File: src/common/amp_seq_pkg.sv
// constants, types and register map for the amplifier start-up sequencer
package amp_seq_pkg;
  // ****************************************
  // timing
  // ****************************************
  localparam int CLK_NS = 50;
  localparam int T_RST_HOLD_NS = 100000;
  localparam int T_RST_REL_NS = 13500000;
  localparam int T_TRIM_NS = 50000000;
  localparam int T_HOLDOFF_NS = 240000000;
  localparam int T_SD_BASE_NS = 1000000;
  localparam int T_PLOSS_NS = 2000000;
  localparam int T_RST_LOW_NS = 2000;
  localparam int T_MS_NS = 1000000;
  localparam int RST_HOLD_CYC = (T_RST_HOLD_NS + CLK_NS - 1) / CLK_NS;
  localparam int RST_REL_CYC = (T_RST_REL_NS + CLK_NS - 1) / CLK_NS;
  localparam int TRIM_CYC = (T_TRIM_NS + CLK_NS - 1) / CLK_NS;
  localparam int HOLDOFF_CYC = (T_HOLDOFF_NS + CLK_NS - 1) / CLK_NS;
  localparam int SD_BASE_CYC = (T_SD_BASE_NS + CLK_NS - 1) / CLK_NS;
  localparam int PLOSS_CYC = (T_PLOSS_NS + CLK_NS - 1) / CLK_NS;
  localparam int RST_LOW_CYC = (T_RST_LOW_NS + CLK_NS - 1) / CLK_NS;
  localparam int MS_CYC = (T_MS_NS + CLK_NS - 1) / CLK_NS;
  // ****************************************
  // device registers
  // ****************************************
  localparam logic [7:0] ADDR_SYSCTL = 8'h05;
  localparam logic [7:0] ADDR_PWM_SS = 8'h1A;
  localparam logic [7:0] ADDR_TRIM = 8'h1B;
  localparam logic [7:0] VAL_SD_ENTER = 8'h40;
  localparam logic [7:0] VAL_SD_EXIT = 8'h00;
  localparam logic [7:0] VAL_TRIM = 8'h00;
  // ****************************************
  // controller registers
  // ****************************************
  localparam logic [1:0] OFS_CMD = 2'h0;
  localparam logic [1:0] OFS_TIME = 2'h1;
  localparam logic [1:0] OFS_WRITE = 2'h2;
  localparam logic [1:0] OFS_STATUS = 2'h3;
  localparam int CMD_START = 0;
  localparam int CMD_SD_ENTER = 1;
  localparam int CMD_SD_EXIT = 2;
  localparam int CMD_PWR_DOWN = 3;
  localparam int CMD_PWR_LOSS = 4;
  localparam logic [15:0] TIME_RESET = 16'h0000;
  typedef struct packed {
    logic [7:0] addr;
    logic [7:0] data;
  } dev_wr_t;
  typedef enum logic [3:0] {
    S_IDLE = 4'h0,
    S_RST_HOLD = 4'h1,
    S_RST_REL = 4'h2,
    S_TRIM_WR = 4'h3,
    S_TRIM_WAIT = 4'h4,
    S_CONFIG = 4'h5,
    S_EXIT_WR = 4'h6,
    S_EXIT_WAIT = 4'h7,
    S_RUN = 4'h8,
    S_ENTER_WR = 4'h9,
    S_ENTER_WAIT = 4'hA,
    S_SHUTDOWN = 4'hB,
    S_PLOSS = 4'hC,
    S_RST_LOW = 4'hD,
    S_OFF = 4'hE
  } seq_state_t;
endpackage

File: src/rtl/amp_startup_shutdown_sequencer.sv
// host-side power-up, shutdown and power-down sequencer for the amplifier
module amp_startup_shutdown_sequencer #(
  parameter int RST_REL_CYC = amp_seq_pkg::RST_REL_CYC,
  parameter int TRIM_CYC = amp_seq_pkg::TRIM_CYC,
  parameter int HOLDOFF_CYC = amp_seq_pkg::HOLDOFF_CYC,
  parameter int SD_BASE_CYC = amp_seq_pkg::SD_BASE_CYC,
  parameter int PLOSS_CYC = amp_seq_pkg::PLOSS_CYC,
  parameter int MS_CYC = amp_seq_pkg::MS_CYC,
  parameter logic [7:0] VOL_FIRST = 8'h07,
  parameter logic [7:0] VOL_LAST = 8'h0A,
  parameter logic [7:0] MUTE_ADDR = 8'h06
) (
  input wire logic mclk,
  input wire logic rst,
  input wire logic [1:0] addr,
  input wire logic [15:0] wdata,
  input wire logic wr,
  input wire logic rd,
  output logic [15:0] rdata,
  output logic reset_n,
  output logic power_down_n,
  output logic inputs_en,
  output logic dev_req,
  output amp_seq_pkg::dev_wr_t dev_wr,
  input wire logic dev_ack
);
  // ****************************************
  // checks
  // ****************************************
  // refused at elaboration: a zero wait would wrap its down-counter to the top
  if (RST_REL_CYC < 1 || TRIM_CYC < 1 || HOLDOFF_CYC < 1 || SD_BASE_CYC < 1 ||
      PLOSS_CYC < 1 || MS_CYC < 1 || VOL_FIRST > VOL_LAST) begin : g_param_check
    $error("sequencer parameters out of range");
  end
  // ****************************************
  // state
  // ****************************************
  amp_seq_pkg::seq_state_t state_reg, state_next;
  logic [31:0] cnt_reg, cnt_next;
  logic [31:0] hold_reg, hold_next;
  logic first_reg, first_next;
  logic pd_reg, pd_next;
  logic err_reg, err_next;
  logic uw_reg, uw_next;
  amp_seq_pkg::dev_wr_t uwd_reg, uwd_next;
  logic [15:0] time_reg, time_next;
  logic [15:0] rdata_reg, rdata_next;
  logic rstn_reg, rstn_next;
  logic pdn_reg, pdn_next;
  logic inen_reg, inen_next;
  logic req_reg, req_next;
  amp_seq_pkg::dev_wr_t dwr_reg, dwr_next;
  logic [31:0] start_cyc, stop_cyc;
  logic [4:0] cmd;
  logic done, allowed, busy;

  // time register: start ms low byte, stop ms high byte, as decoded from pwm_start_stop_period
  // scaled as 1.3 x ms, rounded up to whole cycles
  always_comb begin
    start_cyc = ({24'h000000, time_reg[7:0]} * 32'd13 * MS_CYC + 32'd9) / 32'd10;
    stop_cyc = ({24'h000000, time_reg[15:8]} * 32'd13 * MS_CYC + 32'd9) / 32'd10;
  end

  assign cmd = (wr && addr == amp_seq_pkg::OFS_CMD) ? wdata[4:0] : 5'h00;
  assign done = req_reg && dev_ack;
  assign busy = req_reg || uw_reg;
  // volume and soft-mute only while running
  assign allowed = (uwd_reg.addr >= VOL_FIRST && uwd_reg.addr <= VOL_LAST) ||
                   uwd_reg.addr == MUTE_ADDR;

  // ****************************************
  // sequencer
  // ****************************************
  always_comb begin
    state_next = state_reg;
    cnt_next = (cnt_reg == 32'h0) ? 32'h0 : cnt_reg - 32'h1;
    hold_next = (hold_reg == 32'h0) ? 32'h0 : hold_reg - 32'h1;
    first_next = first_reg;
    pd_next = pd_reg;
    err_next = err_reg;
    uw_next = uw_reg;
    uwd_next = uwd_reg;
    time_next = time_reg;
    rstn_next = rstn_reg;
    pdn_next = pdn_reg;
    inen_next = inen_reg;
    req_next = req_reg && !dev_ack;
    dwr_next = dwr_reg;
    if (wr && addr == amp_seq_pkg::OFS_TIME) begin
      time_next = wdata;
    end
    if (wr && addr == amp_seq_pkg::OFS_CMD) begin
      err_next = 1'b0;
    end
    if (wr && addr == amp_seq_pkg::OFS_WRITE) begin
      if (uw_reg) begin
        err_next = 1'b1;
      end else begin
        uw_next = 1'b1;
        uwd_next = wdata;
      end
    end
    // a user write queued to the device
    if (uw_reg && !req_reg) begin
      if (state_reg == amp_seq_pkg::S_CONFIG || state_reg == amp_seq_pkg::S_SHUTDOWN) begin
        req_next = 1'b1;
        dwr_next = uwd_reg;
        uw_next = 1'b0;
      end else if (state_reg == amp_seq_pkg::S_RUN) begin
        uw_next = 1'b0;
        if (allowed) begin
          req_next = 1'b1;
          dwr_next = uwd_reg;
        end else begin
          err_next = 1'b1;
        end
      end
    end
    case (state_reg)
      amp_seq_pkg::S_IDLE, amp_seq_pkg::S_OFF: begin
        rstn_next = 1'b0;
        pdn_next = 1'b0;
        inen_next = 1'b0;
        pd_next = 1'b0;
        if (cmd[amp_seq_pkg::CMD_START]) begin
          state_next = amp_seq_pkg::S_RST_HOLD;
          cnt_next = 32'(amp_seq_pkg::RST_HOLD_CYC - 1);
          pdn_next = 1'b1;
          inen_next = 1'b1;
        end
      end
      amp_seq_pkg::S_RST_HOLD: begin
        if (cnt_reg == 32'h0) begin
          rstn_next = 1'b1;
          state_next = amp_seq_pkg::S_RST_REL;
          cnt_next = 32'(RST_REL_CYC - 1);
        end
      end
      amp_seq_pkg::S_RST_REL: begin
        if (cnt_reg == 32'h0) begin
          state_next = amp_seq_pkg::S_TRIM_WR;
          req_next = 1'b1;
          dwr_next = '{addr: amp_seq_pkg::ADDR_TRIM, data: amp_seq_pkg::VAL_TRIM};
        end
      end
      amp_seq_pkg::S_TRIM_WR: begin
        if (done) begin
          state_next = amp_seq_pkg::S_TRIM_WAIT;
          cnt_next = 32'(TRIM_CYC - 1);
          if (!first_reg) begin
            first_next = 1'b1;
            hold_next = 32'(HOLDOFF_CYC - 1) + start_cyc;
          end
        end
      end
      amp_seq_pkg::S_TRIM_WAIT: begin
        if (cnt_reg == 32'h0) begin
          state_next = amp_seq_pkg::S_CONFIG;
        end
      end
      amp_seq_pkg::S_CONFIG, amp_seq_pkg::S_SHUTDOWN: begin
        if (cmd[amp_seq_pkg::CMD_PWR_DOWN]) begin
          state_next = amp_seq_pkg::S_RST_LOW;
          cnt_next = 32'(amp_seq_pkg::RST_LOW_CYC - 1);
          rstn_next = 1'b0;
        end else if (cmd[amp_seq_pkg::CMD_SD_EXIT]) begin
          state_next = amp_seq_pkg::S_EXIT_WR;
        end else if (cmd[amp_seq_pkg::CMD_SD_ENTER]) begin
          err_next = 1'b1;
        end
      end
      amp_seq_pkg::S_EXIT_WR: begin
        // hold-off, and queued configuration writes, drain first
        if (!busy && hold_reg == 32'h0 && !req_next) begin
          req_next = 1'b1;
          dwr_next = '{addr: amp_seq_pkg::ADDR_SYSCTL, data: amp_seq_pkg::VAL_SD_EXIT};
          state_next = amp_seq_pkg::S_EXIT_WAIT;
          cnt_next = 32'hFFFFFFFF;
        end
      end
      amp_seq_pkg::S_EXIT_WAIT: begin
        if (done) begin
          cnt_next = 32'(SD_BASE_CYC - 1) + start_cyc;
        end else if (!req_reg && cnt_reg == 32'h0) begin
          state_next = amp_seq_pkg::S_RUN;
        end
      end
      amp_seq_pkg::S_RUN: begin
        if (cmd[amp_seq_pkg::CMD_PWR_DOWN] || cmd[amp_seq_pkg::CMD_SD_ENTER]) begin
          pd_next = cmd[amp_seq_pkg::CMD_PWR_DOWN];
          state_next = amp_seq_pkg::S_ENTER_WR;
        end else if (cmd[amp_seq_pkg::CMD_SD_EXIT]) begin
          err_next = 1'b1;
        end
      end
      amp_seq_pkg::S_ENTER_WR: begin
        if (!busy && hold_reg == 32'h0 && !req_next) begin
          req_next = 1'b1;
          dwr_next = '{addr: amp_seq_pkg::ADDR_SYSCTL, data: amp_seq_pkg::VAL_SD_ENTER};
          state_next = amp_seq_pkg::S_ENTER_WAIT;
          cnt_next = 32'hFFFFFFFF;
        end
      end
      amp_seq_pkg::S_ENTER_WAIT: begin
        if (done) begin
          cnt_next = 32'(SD_BASE_CYC - 1) + stop_cyc;
        end else if (!req_reg && cnt_reg == 32'h0) begin
          if (pd_reg) begin
            state_next = amp_seq_pkg::S_RST_LOW;
            cnt_next = 32'(amp_seq_pkg::RST_LOW_CYC - 1);
            rstn_next = 1'b0;
          end else begin
            state_next = amp_seq_pkg::S_SHUTDOWN;
          end
        end
      end
      amp_seq_pkg::S_PLOSS: begin
        if (cnt_reg == 32'h0) begin
          state_next = amp_seq_pkg::S_RST_LOW;
          cnt_next = 32'(amp_seq_pkg::RST_LOW_CYC - 1);
          rstn_next = 1'b0;
        end
      end
      amp_seq_pkg::S_RST_LOW: begin
        if (cnt_reg == 32'h0) begin
          inen_next = 1'b0;
          pdn_next = 1'b0;
          state_next = amp_seq_pkg::S_OFF;
        end
      end
      default: begin
        state_next = amp_seq_pkg::S_IDLE;
      end
    endcase
    // sudden power loss overrides any step but S_IDLE, S_OFF, S_PLOSS and S_RST_LOW; a write in flight is abandoned
    if (cmd[amp_seq_pkg::CMD_PWR_LOSS] && state_reg != amp_seq_pkg::S_IDLE &&
        state_reg != amp_seq_pkg::S_OFF && state_reg != amp_seq_pkg::S_RST_LOW &&
        state_reg != amp_seq_pkg::S_PLOSS) begin
      state_next = amp_seq_pkg::S_PLOSS;
      pdn_next = 1'b0;
      cnt_next = 32'(PLOSS_CYC - 1);
      req_next = 1'b0;
      uw_next = 1'b0;
    end
  end

  // ****************************************
  // read port
  // ****************************************
  always_comb begin
    rdata_next = 16'h0000;
    if (rd) begin
      case (addr)
        amp_seq_pkg::OFS_TIME: rdata_next = time_reg;
        amp_seq_pkg::OFS_WRITE: rdata_next = uwd_reg;
        amp_seq_pkg::OFS_STATUS: begin
          rdata_next = {8'h00, hold_reg != 32'h0, first_reg, busy, err_reg, state_reg};
        end
        default: rdata_next = 16'h0000;
      endcase
    end
  end

  always_ff @(posedge mclk) begin
    if (rst) begin
      state_reg <= amp_seq_pkg::S_IDLE;
      cnt_reg <= 32'h0;
      hold_reg <= 32'h0;
      first_reg <= 1'b0;
      pd_reg <= 1'b0;
      err_reg <= 1'b0;
      uw_reg <= 1'b0;
      uwd_reg <= '0;
      time_reg <= amp_seq_pkg::TIME_RESET;
      rdata_reg <= 16'h0000;
      rstn_reg <= 1'b0;
      pdn_reg <= 1'b0;
      inen_reg <= 1'b0;
      req_reg <= 1'b0;
      dwr_reg <= '0;
    end else begin
      state_reg <= state_next;
      cnt_reg <= cnt_next;
      hold_reg <= hold_next;
      first_reg <= first_next;
      pd_reg <= pd_next;
      err_reg <= err_next;
      uw_reg <= uw_next;
      uwd_reg <= uwd_next;
      time_reg <= time_next;
      rdata_reg <= rdata_next;
      rstn_reg <= rstn_next;
      pdn_reg <= pdn_next;
      inen_reg <= inen_next;
      req_reg <= req_next;
      dwr_reg <= dwr_next;
    end
  end

  assign rdata = rdata_reg;
  assign reset_n = rstn_reg;
  assign power_down_n = pdn_reg;
  assign inputs_en = inen_reg;
  assign dev_req = req_reg;
  assign dev_wr = dwr_reg;
endmodule

File: config.mk
export PLATFORM = sky130hd
export DESIGN_NAME = amp_startup_shutdown_sequencer
export DESIGN_NICKNAME = d
export VERILOG_FILES = /design/src/common/amp_seq_pkg.sv /design/src/rtl/amp_startup_shutdown_sequencer.sv
export SDC_FILE = /design/constraint.sdc
export NUM_CORES = 1
export LEC_CHECK = 0
export BUFFER_PORTS_ARGS = -buffer_cell sky130_fd_sc_hd__buf_4
export CELL_PAD_IN_SITES_DETAIL_PLACEMENT = 0
export CELL_PAD_IN_SITES_GLOBAL_PLACEMENT = 1
export CORE_AREA = 2 2 201 223
export DETAILED_ROUTE_END_ITERATION = 10
export DIE_AREA = 0 0 203 225
export GPL_TIMING_DRIVEN = 0
export HOLD_SLACK_MARGIN = 0.08
export MAX_ROUTING_LAYER = met4
export PLACE_DENSITY_LB_ADDON = 0.1
export SLEW_MARGIN = 20
export SYNTH_ARGS = -nofsm -noshare
export SYNTH_HDL_FRONTEND = slang
export SYNTH_SLANG_ARGS = --single-unit
File: constraint.sdc
create_clock -name mclk -period 37 [get_ports mclk]
set_input_delay 1.85 -clock mclk [delete_from_list [all_inputs] [get_ports mclk]]
set_output_delay 1.85 -clock mclk [all_outputs]
set_load 0.02 [all_outputs]
==> flow_summary.json, run 1 <==
{
  "yosys.area_share.adder_pct": 15.0,
  "root_buffer": "clkbuf_16",
  "grt_pass1_wl_mm": 121,
  "synthFlopType": "dfxtp_1",
  "grt_overflow_total": 0,
  "path_clk_slew_ps": 70,
  "drive_gt1_share_pct": 8.36,
  "finClkSkew_ps": 16.1,
  "pin_count": 59,
  "htree_levels": 4,
  "tightest_slew_ps": 968,
  "finalHoldViolations": 0,
  "drt_iter0_drc": 2152,
  "yosysWarningCount": 0,
  "path_max_fanout": 11,
  "drc": 0,
  "nNetsFinal": 3426,
  "cts_hold_buffers": 0,
  "antenna_found_initial": 1,
  "fin_tns_setup_ps": 0,
  "core_area_um2": 43100,
  "min_path_type": "register to register",
  "yosysTopAreaCell": "dfxtp_1",
  "first_global_vias": 23000,
  "vias_per_cell": 6.47,
  "synthXorXnorAreaFrac_pct": 7.73,
  "die_area_um2": 45700,
  "clock_latency_ps": 450,
  "antenna_left": 0,
  "grt_start_max_net_pins": 19,
  "rsz0062_at_grt": "false",
  "cp_common_cell": "ha_1",
  "crit_arrival_ps": 22460,
  "portBuffers": 56,
  "synth_compound_area_share_pct": 31.1,
  "place_hpwl_mm": 60.1,
  "cts_made_buffers": 17,
  "crit_type": "register to register",
  "cp.required_ps": 37310,
  "syn-num-nets": 3349,
  "relSlewSlack_pct": 35.3,
  "vias": 24300,
  "synth_area_leaders": "dfxtp_1 (13%), ha_1 (10%), a21oi_1 (5.7%), nand2_1 (5.2%), xnor2_1 (5.1%)",
  "drt_wl_total_mm": 75.4,
  "end_kind": "register",
  "post_cts_resized": 0,
  "fp-row-count": 80,
  "async_flop_share_pct": 0,
  "ys_top_cells_by_count": "nand2_1 (309), nor2_1 (296), a21oi_1 (253)",
  "setup_violations": 0,
  "synth_edf_count": 0,
  "outcome": "finished, final reports clean",
  "postCtsSetupBuffers": 0,
  "wl_per_cell_um": 20.1,
  "yosysUniqueCellTypes": 133,
  "final.min_clock_period_ps": 22160,
  "ys_seq_area_share_pct": 12.6,
  "area_growth_syn_to_layout_pct": 8.05,
  "yosysMostFrequentCell": "nand2_1",
  "ys_ff_latch": 140,
  "crit_family": "compound AO/OA/AOI/OAI gates",
  "cts_tree": "built",
  "final_max_slew_viol_count": 0,
  "synth-simple-area-share_pct": 24.8,
  "cts_max_path_buffers": 2,
  "syn_avg_cell_area_um2": 7.21,
  "syn_area_um2": 22300,
  "fp.dieH_um": 225,
  "cp_num_buf_inv": 8,
  "finalCritPeriodShare_pct": 59.9,
  "synth_top_family_by_area": "compound AO/OA/AOI/OAI gates",
  "netlist.area_leader.share_pct": 12.6,
  "muxShareOfSynthArea_pct": 2.08,
  "grt_use_total_pct": 33.3,
  "dr.pass1.iters": 7,
  "timing.fmax_mhz": 45.1,
  "cts.sinks": 140,
  "cap_violations": 0,
  "initial_core_util_pct": 51.7,
  "die_w_um": 203,
  "max_stage_delay_ps": 870,
  "cpMaxStageDelayCell": "dfxtp_1",
  "startpoint_type": "register",
  "place_congestion": 0.997,
  "synthCells": 3092
}
stage by stage:
| stage | std cells | cell area, um^2 | setup slack, ps | hold slack [ps] | util (%) |
|---|---|---|---|---|---|
| after global placement | 3722 | 23400 | 14760 | 466 | 54.3 |
| after detailed placement | 3724 | 23500 | 15220 | 472 | 54.4 |
| after CTS | 3756 | 24100 | 15130 | 482 | 55.8 |
| final | 3758 | 24100 | 14840 | 488 | 55.8 |
| after floorplan | 3092 | 22300 | 19250 | 449 | - |
| after global routing | 3757 | 24100 | 13330 | 513 | 55.8 |
worst paths after layout:
kind                                  start     endpoint  slack (ps)  cells past startpoint
worst min register to register  uwd_reg[12]  uwd_reg[12]         490                      2
worst max register to register  time_reg[1]  cnt_reg[20]       14840                     76
worst max-delay path            time_reg[1]  cnt_reg[20]       14840                     76
worst min-delay path            uwd_reg[12]  uwd_reg[12]         490                      2
tightest hold or removal path, stage by stage, from the launching register on:
cell,delay (ps)
dfxtp_1,330
nand2_1,60
a21oi_1,50
layout by cell type, fill, tap and decap left out, types with 22 or more instances in the layout:
cell type	count
nand2_1	309
nor2_1	296
a21oi_1	253
inv_1	213
ha_1	186
dfxtp_1	140
xnor2_1	130
o21ai_0	130
clkbuf_1	111
nor3_1	102
nand3_1	101
xor2_1	63
buf_4	61
fa_1	48
nor4_1	45
a211oi_1	41
a31oi_1	41
o22ai_1	36
o211ai_1	36
mux2i_1	36
nand4_1	35
or3_1	34
buf_2	32
a21o_1	31
o21a_1	31
nand2b_1	27
o31ai_1	26
and2_1	24
a22oi_1	24
o21ai_1	23
nor2b_1	22
cell families after synthesis:
logic type | count (synthesis)
and+or+nand+nor | 1127
DFF | 140
AOI/OAI and AO/OA | 971
muxes | 44
xor gates and xnor gates | 195
adders and majority gates | 240
buffers and inverters | 375
cell type report:
class	instances	area (um^2)
inverters	217	815
fillers	4246	19100
multi-input cells	2577	18000
flip-flops and latches	140	2800
diodes	2	5.00
repair buffers	58	435
clock inverters	15	194
well taps	574	718
plain buffers	158	691
clock buffers	17	425
per-layer routing:
| layer | wire length (um) | global-route usage, % | vias up | share of wire (%) |
|---|---|---|---|---|
| met5 | 0 | - | - | 0 |
| met4 | 2700 | 11.4 | 0 | 3.6 |
| met1 | 31700 | 40.8 | 11600 | 42 |
| met3 | 4740 | 4.25 | 169 | 6.3 |
| met2 | 36300 | 56.5 | 959 | 48 |
| li1 | - | - | 11600 | - |
Power of run 1 is left out: the tool's default activity adds up to more than one toggle a clock period on the data nets, which glitch-free logic cannot reach.
==> inputs of run 2 (changes only) <==
- ABC_AREA: unset -> 1
- CORE_AREA: 2 2 201 223 -> 2 2 208 230
- DIE_AREA: 0 0 203 225 -> 0 0 210 232
- clock period: 37 -> 21.2 ns (I/O delays scaled with it)
==> flow_summary.json, run 2 <==
{
  "post-route-cell-area_um2": 23000,
  "crit_type": "register to register",
  "cts_max_path_buffers": 2,
  "min_path_type": "register to register",
  "final_common_cell": "nand2_1",
  "grt_pass1_wl_mm": 108,
  "startpoint_type": "register",
  "syn_avg_cell_area_um2": 6.13,
  "place_congestion": 0.988,
  "antenna_found_initial": 0,
  "die_area_um2": 48700,
  "timing.fmax_mhz": 52.0,
  "synthCells": 3444,
  "vias": 22100,
  "final.min_clock_period_ps": 19240,
  "synth_area_leaders": "nand2_1 (13%), dfxtp_1 (13%), ha_1 (11%), inv_1 (11%), nand3_1 (7.3%)",
  "ys_seq_area_share_pct": 13.3,
  "outcome": "finished, final reports clean",
  "syn_area_um2": 21100,
  "drt_wl_total_mm": 67.1,
  "antenna_left": 0,
  "fp.dieH_um": 232,
  "fin_tns_setup_ps": 0,
  "yosysUniqueCellTypes": 77,
  "place_hpwl_mm": 56.1,
  "area_growth_syn_to_layout_pct": 8.94,
  "initial_core_util_pct": 45.5,
  "tightest_slew_ps": 1110,
  "setup_violations": 0,
  "vias_per_cell": 5.35,
  "holdWs_ps": 462,
  "drive_gt1_share_pct": 12.9,
  "layout_common_cells": "nand2_1 (747), inv_1 (597), nand3_1 (308), nor2_1 (308), ha_1 (186)",
  "finalCritPeriodShare_pct": 90.8,
  "crit_arrival_ps": 19570,
  "rsz0062_at_grt": "false",
  "path_clk_slew_ps": 70,
  "path_max_fanout": 10,
  "first_global_vias": 21100,
  "fp-row-count": 83,
  "cp.required_ps": 21530,
  "ys_ff_latch": 140,
  "grt_overflow_total": 0,
  "finClkSkew_ps": 10.2,
  "synth_edf_count": 0,
  "synthFlopType": "dfxtp_1",
  "ys_top_cells_by_count": "nand2_1 (747), inv_1 (598), nor2_1 (309)",
  "grt_start_max_net_pins": 17,
  "dpl_cell_area_um2": 22300,
  "antenna_cells": 0,
  "max_stage_delay_ps": 530,
  "cts_tree": "built",
  "yosysWarningCount": 0,
  "drt_iter0_drc": 1404,
  "core_area_um2": 46400,
  "htree_levels": 4,
  "cap_violations": 0,
  "finalHoldViolations": 0,
  "portBuffers": 57,
  "relSlewSlack_pct": 26.0,
  "cts.sinks": 140,
  "die_w_um": 210,
  "pin_count": 59,
  "syn-num-nets": 3701,
  "cpMaxStageDelayCell": "fa_1",
  "cts_made_buffers": 17,
  "nNetsFinal": 3783,
  "cp_common_cell": "nand2_1",
  "final_max_slew_viol_count": 0,
  "end_kind": "register",
  "cts_hold_buffers": 0,
  "grt_use_total_pct": 28.3,
  "drc": 0,
  "root_buffer": "clkbuf_16",
  "yosysMostFrequentCell": "nand2_1",
  "wl_per_cell_um": 16.2,
  "yosysTopAreaCell": "nand2_1",
  "netlist.area_leader.share_pct": 13.3,
  "dr.pass1.iters": 9,
  "fillers": 4881,
  "clock_latency_ps": 450,
  "async_flop_share_pct": 0
}
[run 2: cell types whose count changed after synthesis, sizes merged, moves of 31 or more]
cell | previous run | this run
a211oi | 47 | 10
a21oi | 260 | 182
clkbuf | 112 | 26
inv | 217 | 662
mux2i | 38 | 1
nand2 | 311 | 907
nand3 | 101 | 356
nor2 | 298 | 334
nor3 | 112 | 63
nor4 | 50 | 17
o211ai | 42 | 11
or3 | 38 | 2
xnor2 | 132 | 21
[run 2: metal layers]
layer  track usage [%]  wire (um)  up-vias
li1                  -          -    11300
met1              36.2      31300    10300
met2              48.8      32200      435
met3              2.50       2490       69
met4              5.70       1080        0
met5                 -          0        -
[run 2: logic make-up (layout without fill, tap and decap cells)]
| family | after synthesis | after routing | synth area share (%) |
|---|---|---|---|
| AO/OA/AOI/OAI | 481 | 481 | 13.4 |
| XOR/XNOR | 98 | 98 | 4.26 |
| adder cells (fa/ha/maj) | 234 | 234 | 15.6 |
| buffers and inverters | 718 | 813 | 13.1 |
| flip-flops | 140 | 140 | 13.3 |
| multiplexers | 1 | 1 | 0.0474 |
| AND/OR/NAND/NOR | 1772 | 1772 | 40.4 |
[run 2: final timing paths]
path / from / to / slack, ps / cells past startpoint
max: time_reg[1] / cnt_reg[10] / 1960 / 129
min reg2reg: inputs_en / inputs_en / 460 / 2
max reg2reg: time_reg[1] / cnt_reg[10] / 1960 / 129
min: inputs_en / inputs_en / 460 / 2
[run 2: timing repair]
item                       CTS  global route
gates resized for setup      0            15
setup buffers                0             6
setup endpoints to repair    0             8
[run 2: final cells by class]
| type | count | area [um^2] | share of cell area (%) |
|---|---|---|---|
| buffer | 43 | 224 | 0.973 |
| clock buffer | 18 | 439 | 1.91 |
| clock inverter | 14 | 175 | 0.761 |
| inverter | 675 | 2550 | 11.1 |
| multi-input combinational | 2586 | 15600 | 67.8 |
| sequential | 140 | 2810 | 12.2 |
| tap | 595 | 744 | 3.23 |
| timing repair buffer | 63 | 473 | 2.06 |
[run 2: metrics by stage]
| stage | worst slack [ps] | std cells | utilization, % |
|---|---|---|---|
| 3_5_place_dp | 1190 | 4096 | 48.0 |
| 2_1_floorplan | 5090 | 3444 | - |
| 4_1_cts | 1110 | 4128 | 49.4 |
| 3_3_place_gp | 1490 | 4096 | 48.0 |
| 5_1_grt | 35.0 | 4134 | 49.6 |
| 6_report | 1960 | 4134 | 49.6 |
[run 2: worst max-delay path: cells and delay by family (launching register included)]
family	cells	cell delay [ps]
flip-flops	1	480
adder cells (fa/ha/maj)	13	4230
AND/OR/NAND/NOR	85	9280
buffers and inverters	15	1660
AO/OA/AOI/OAI	14	2940
XOR/XNOR	2	460
Power of run 2 is left out for the same reason.
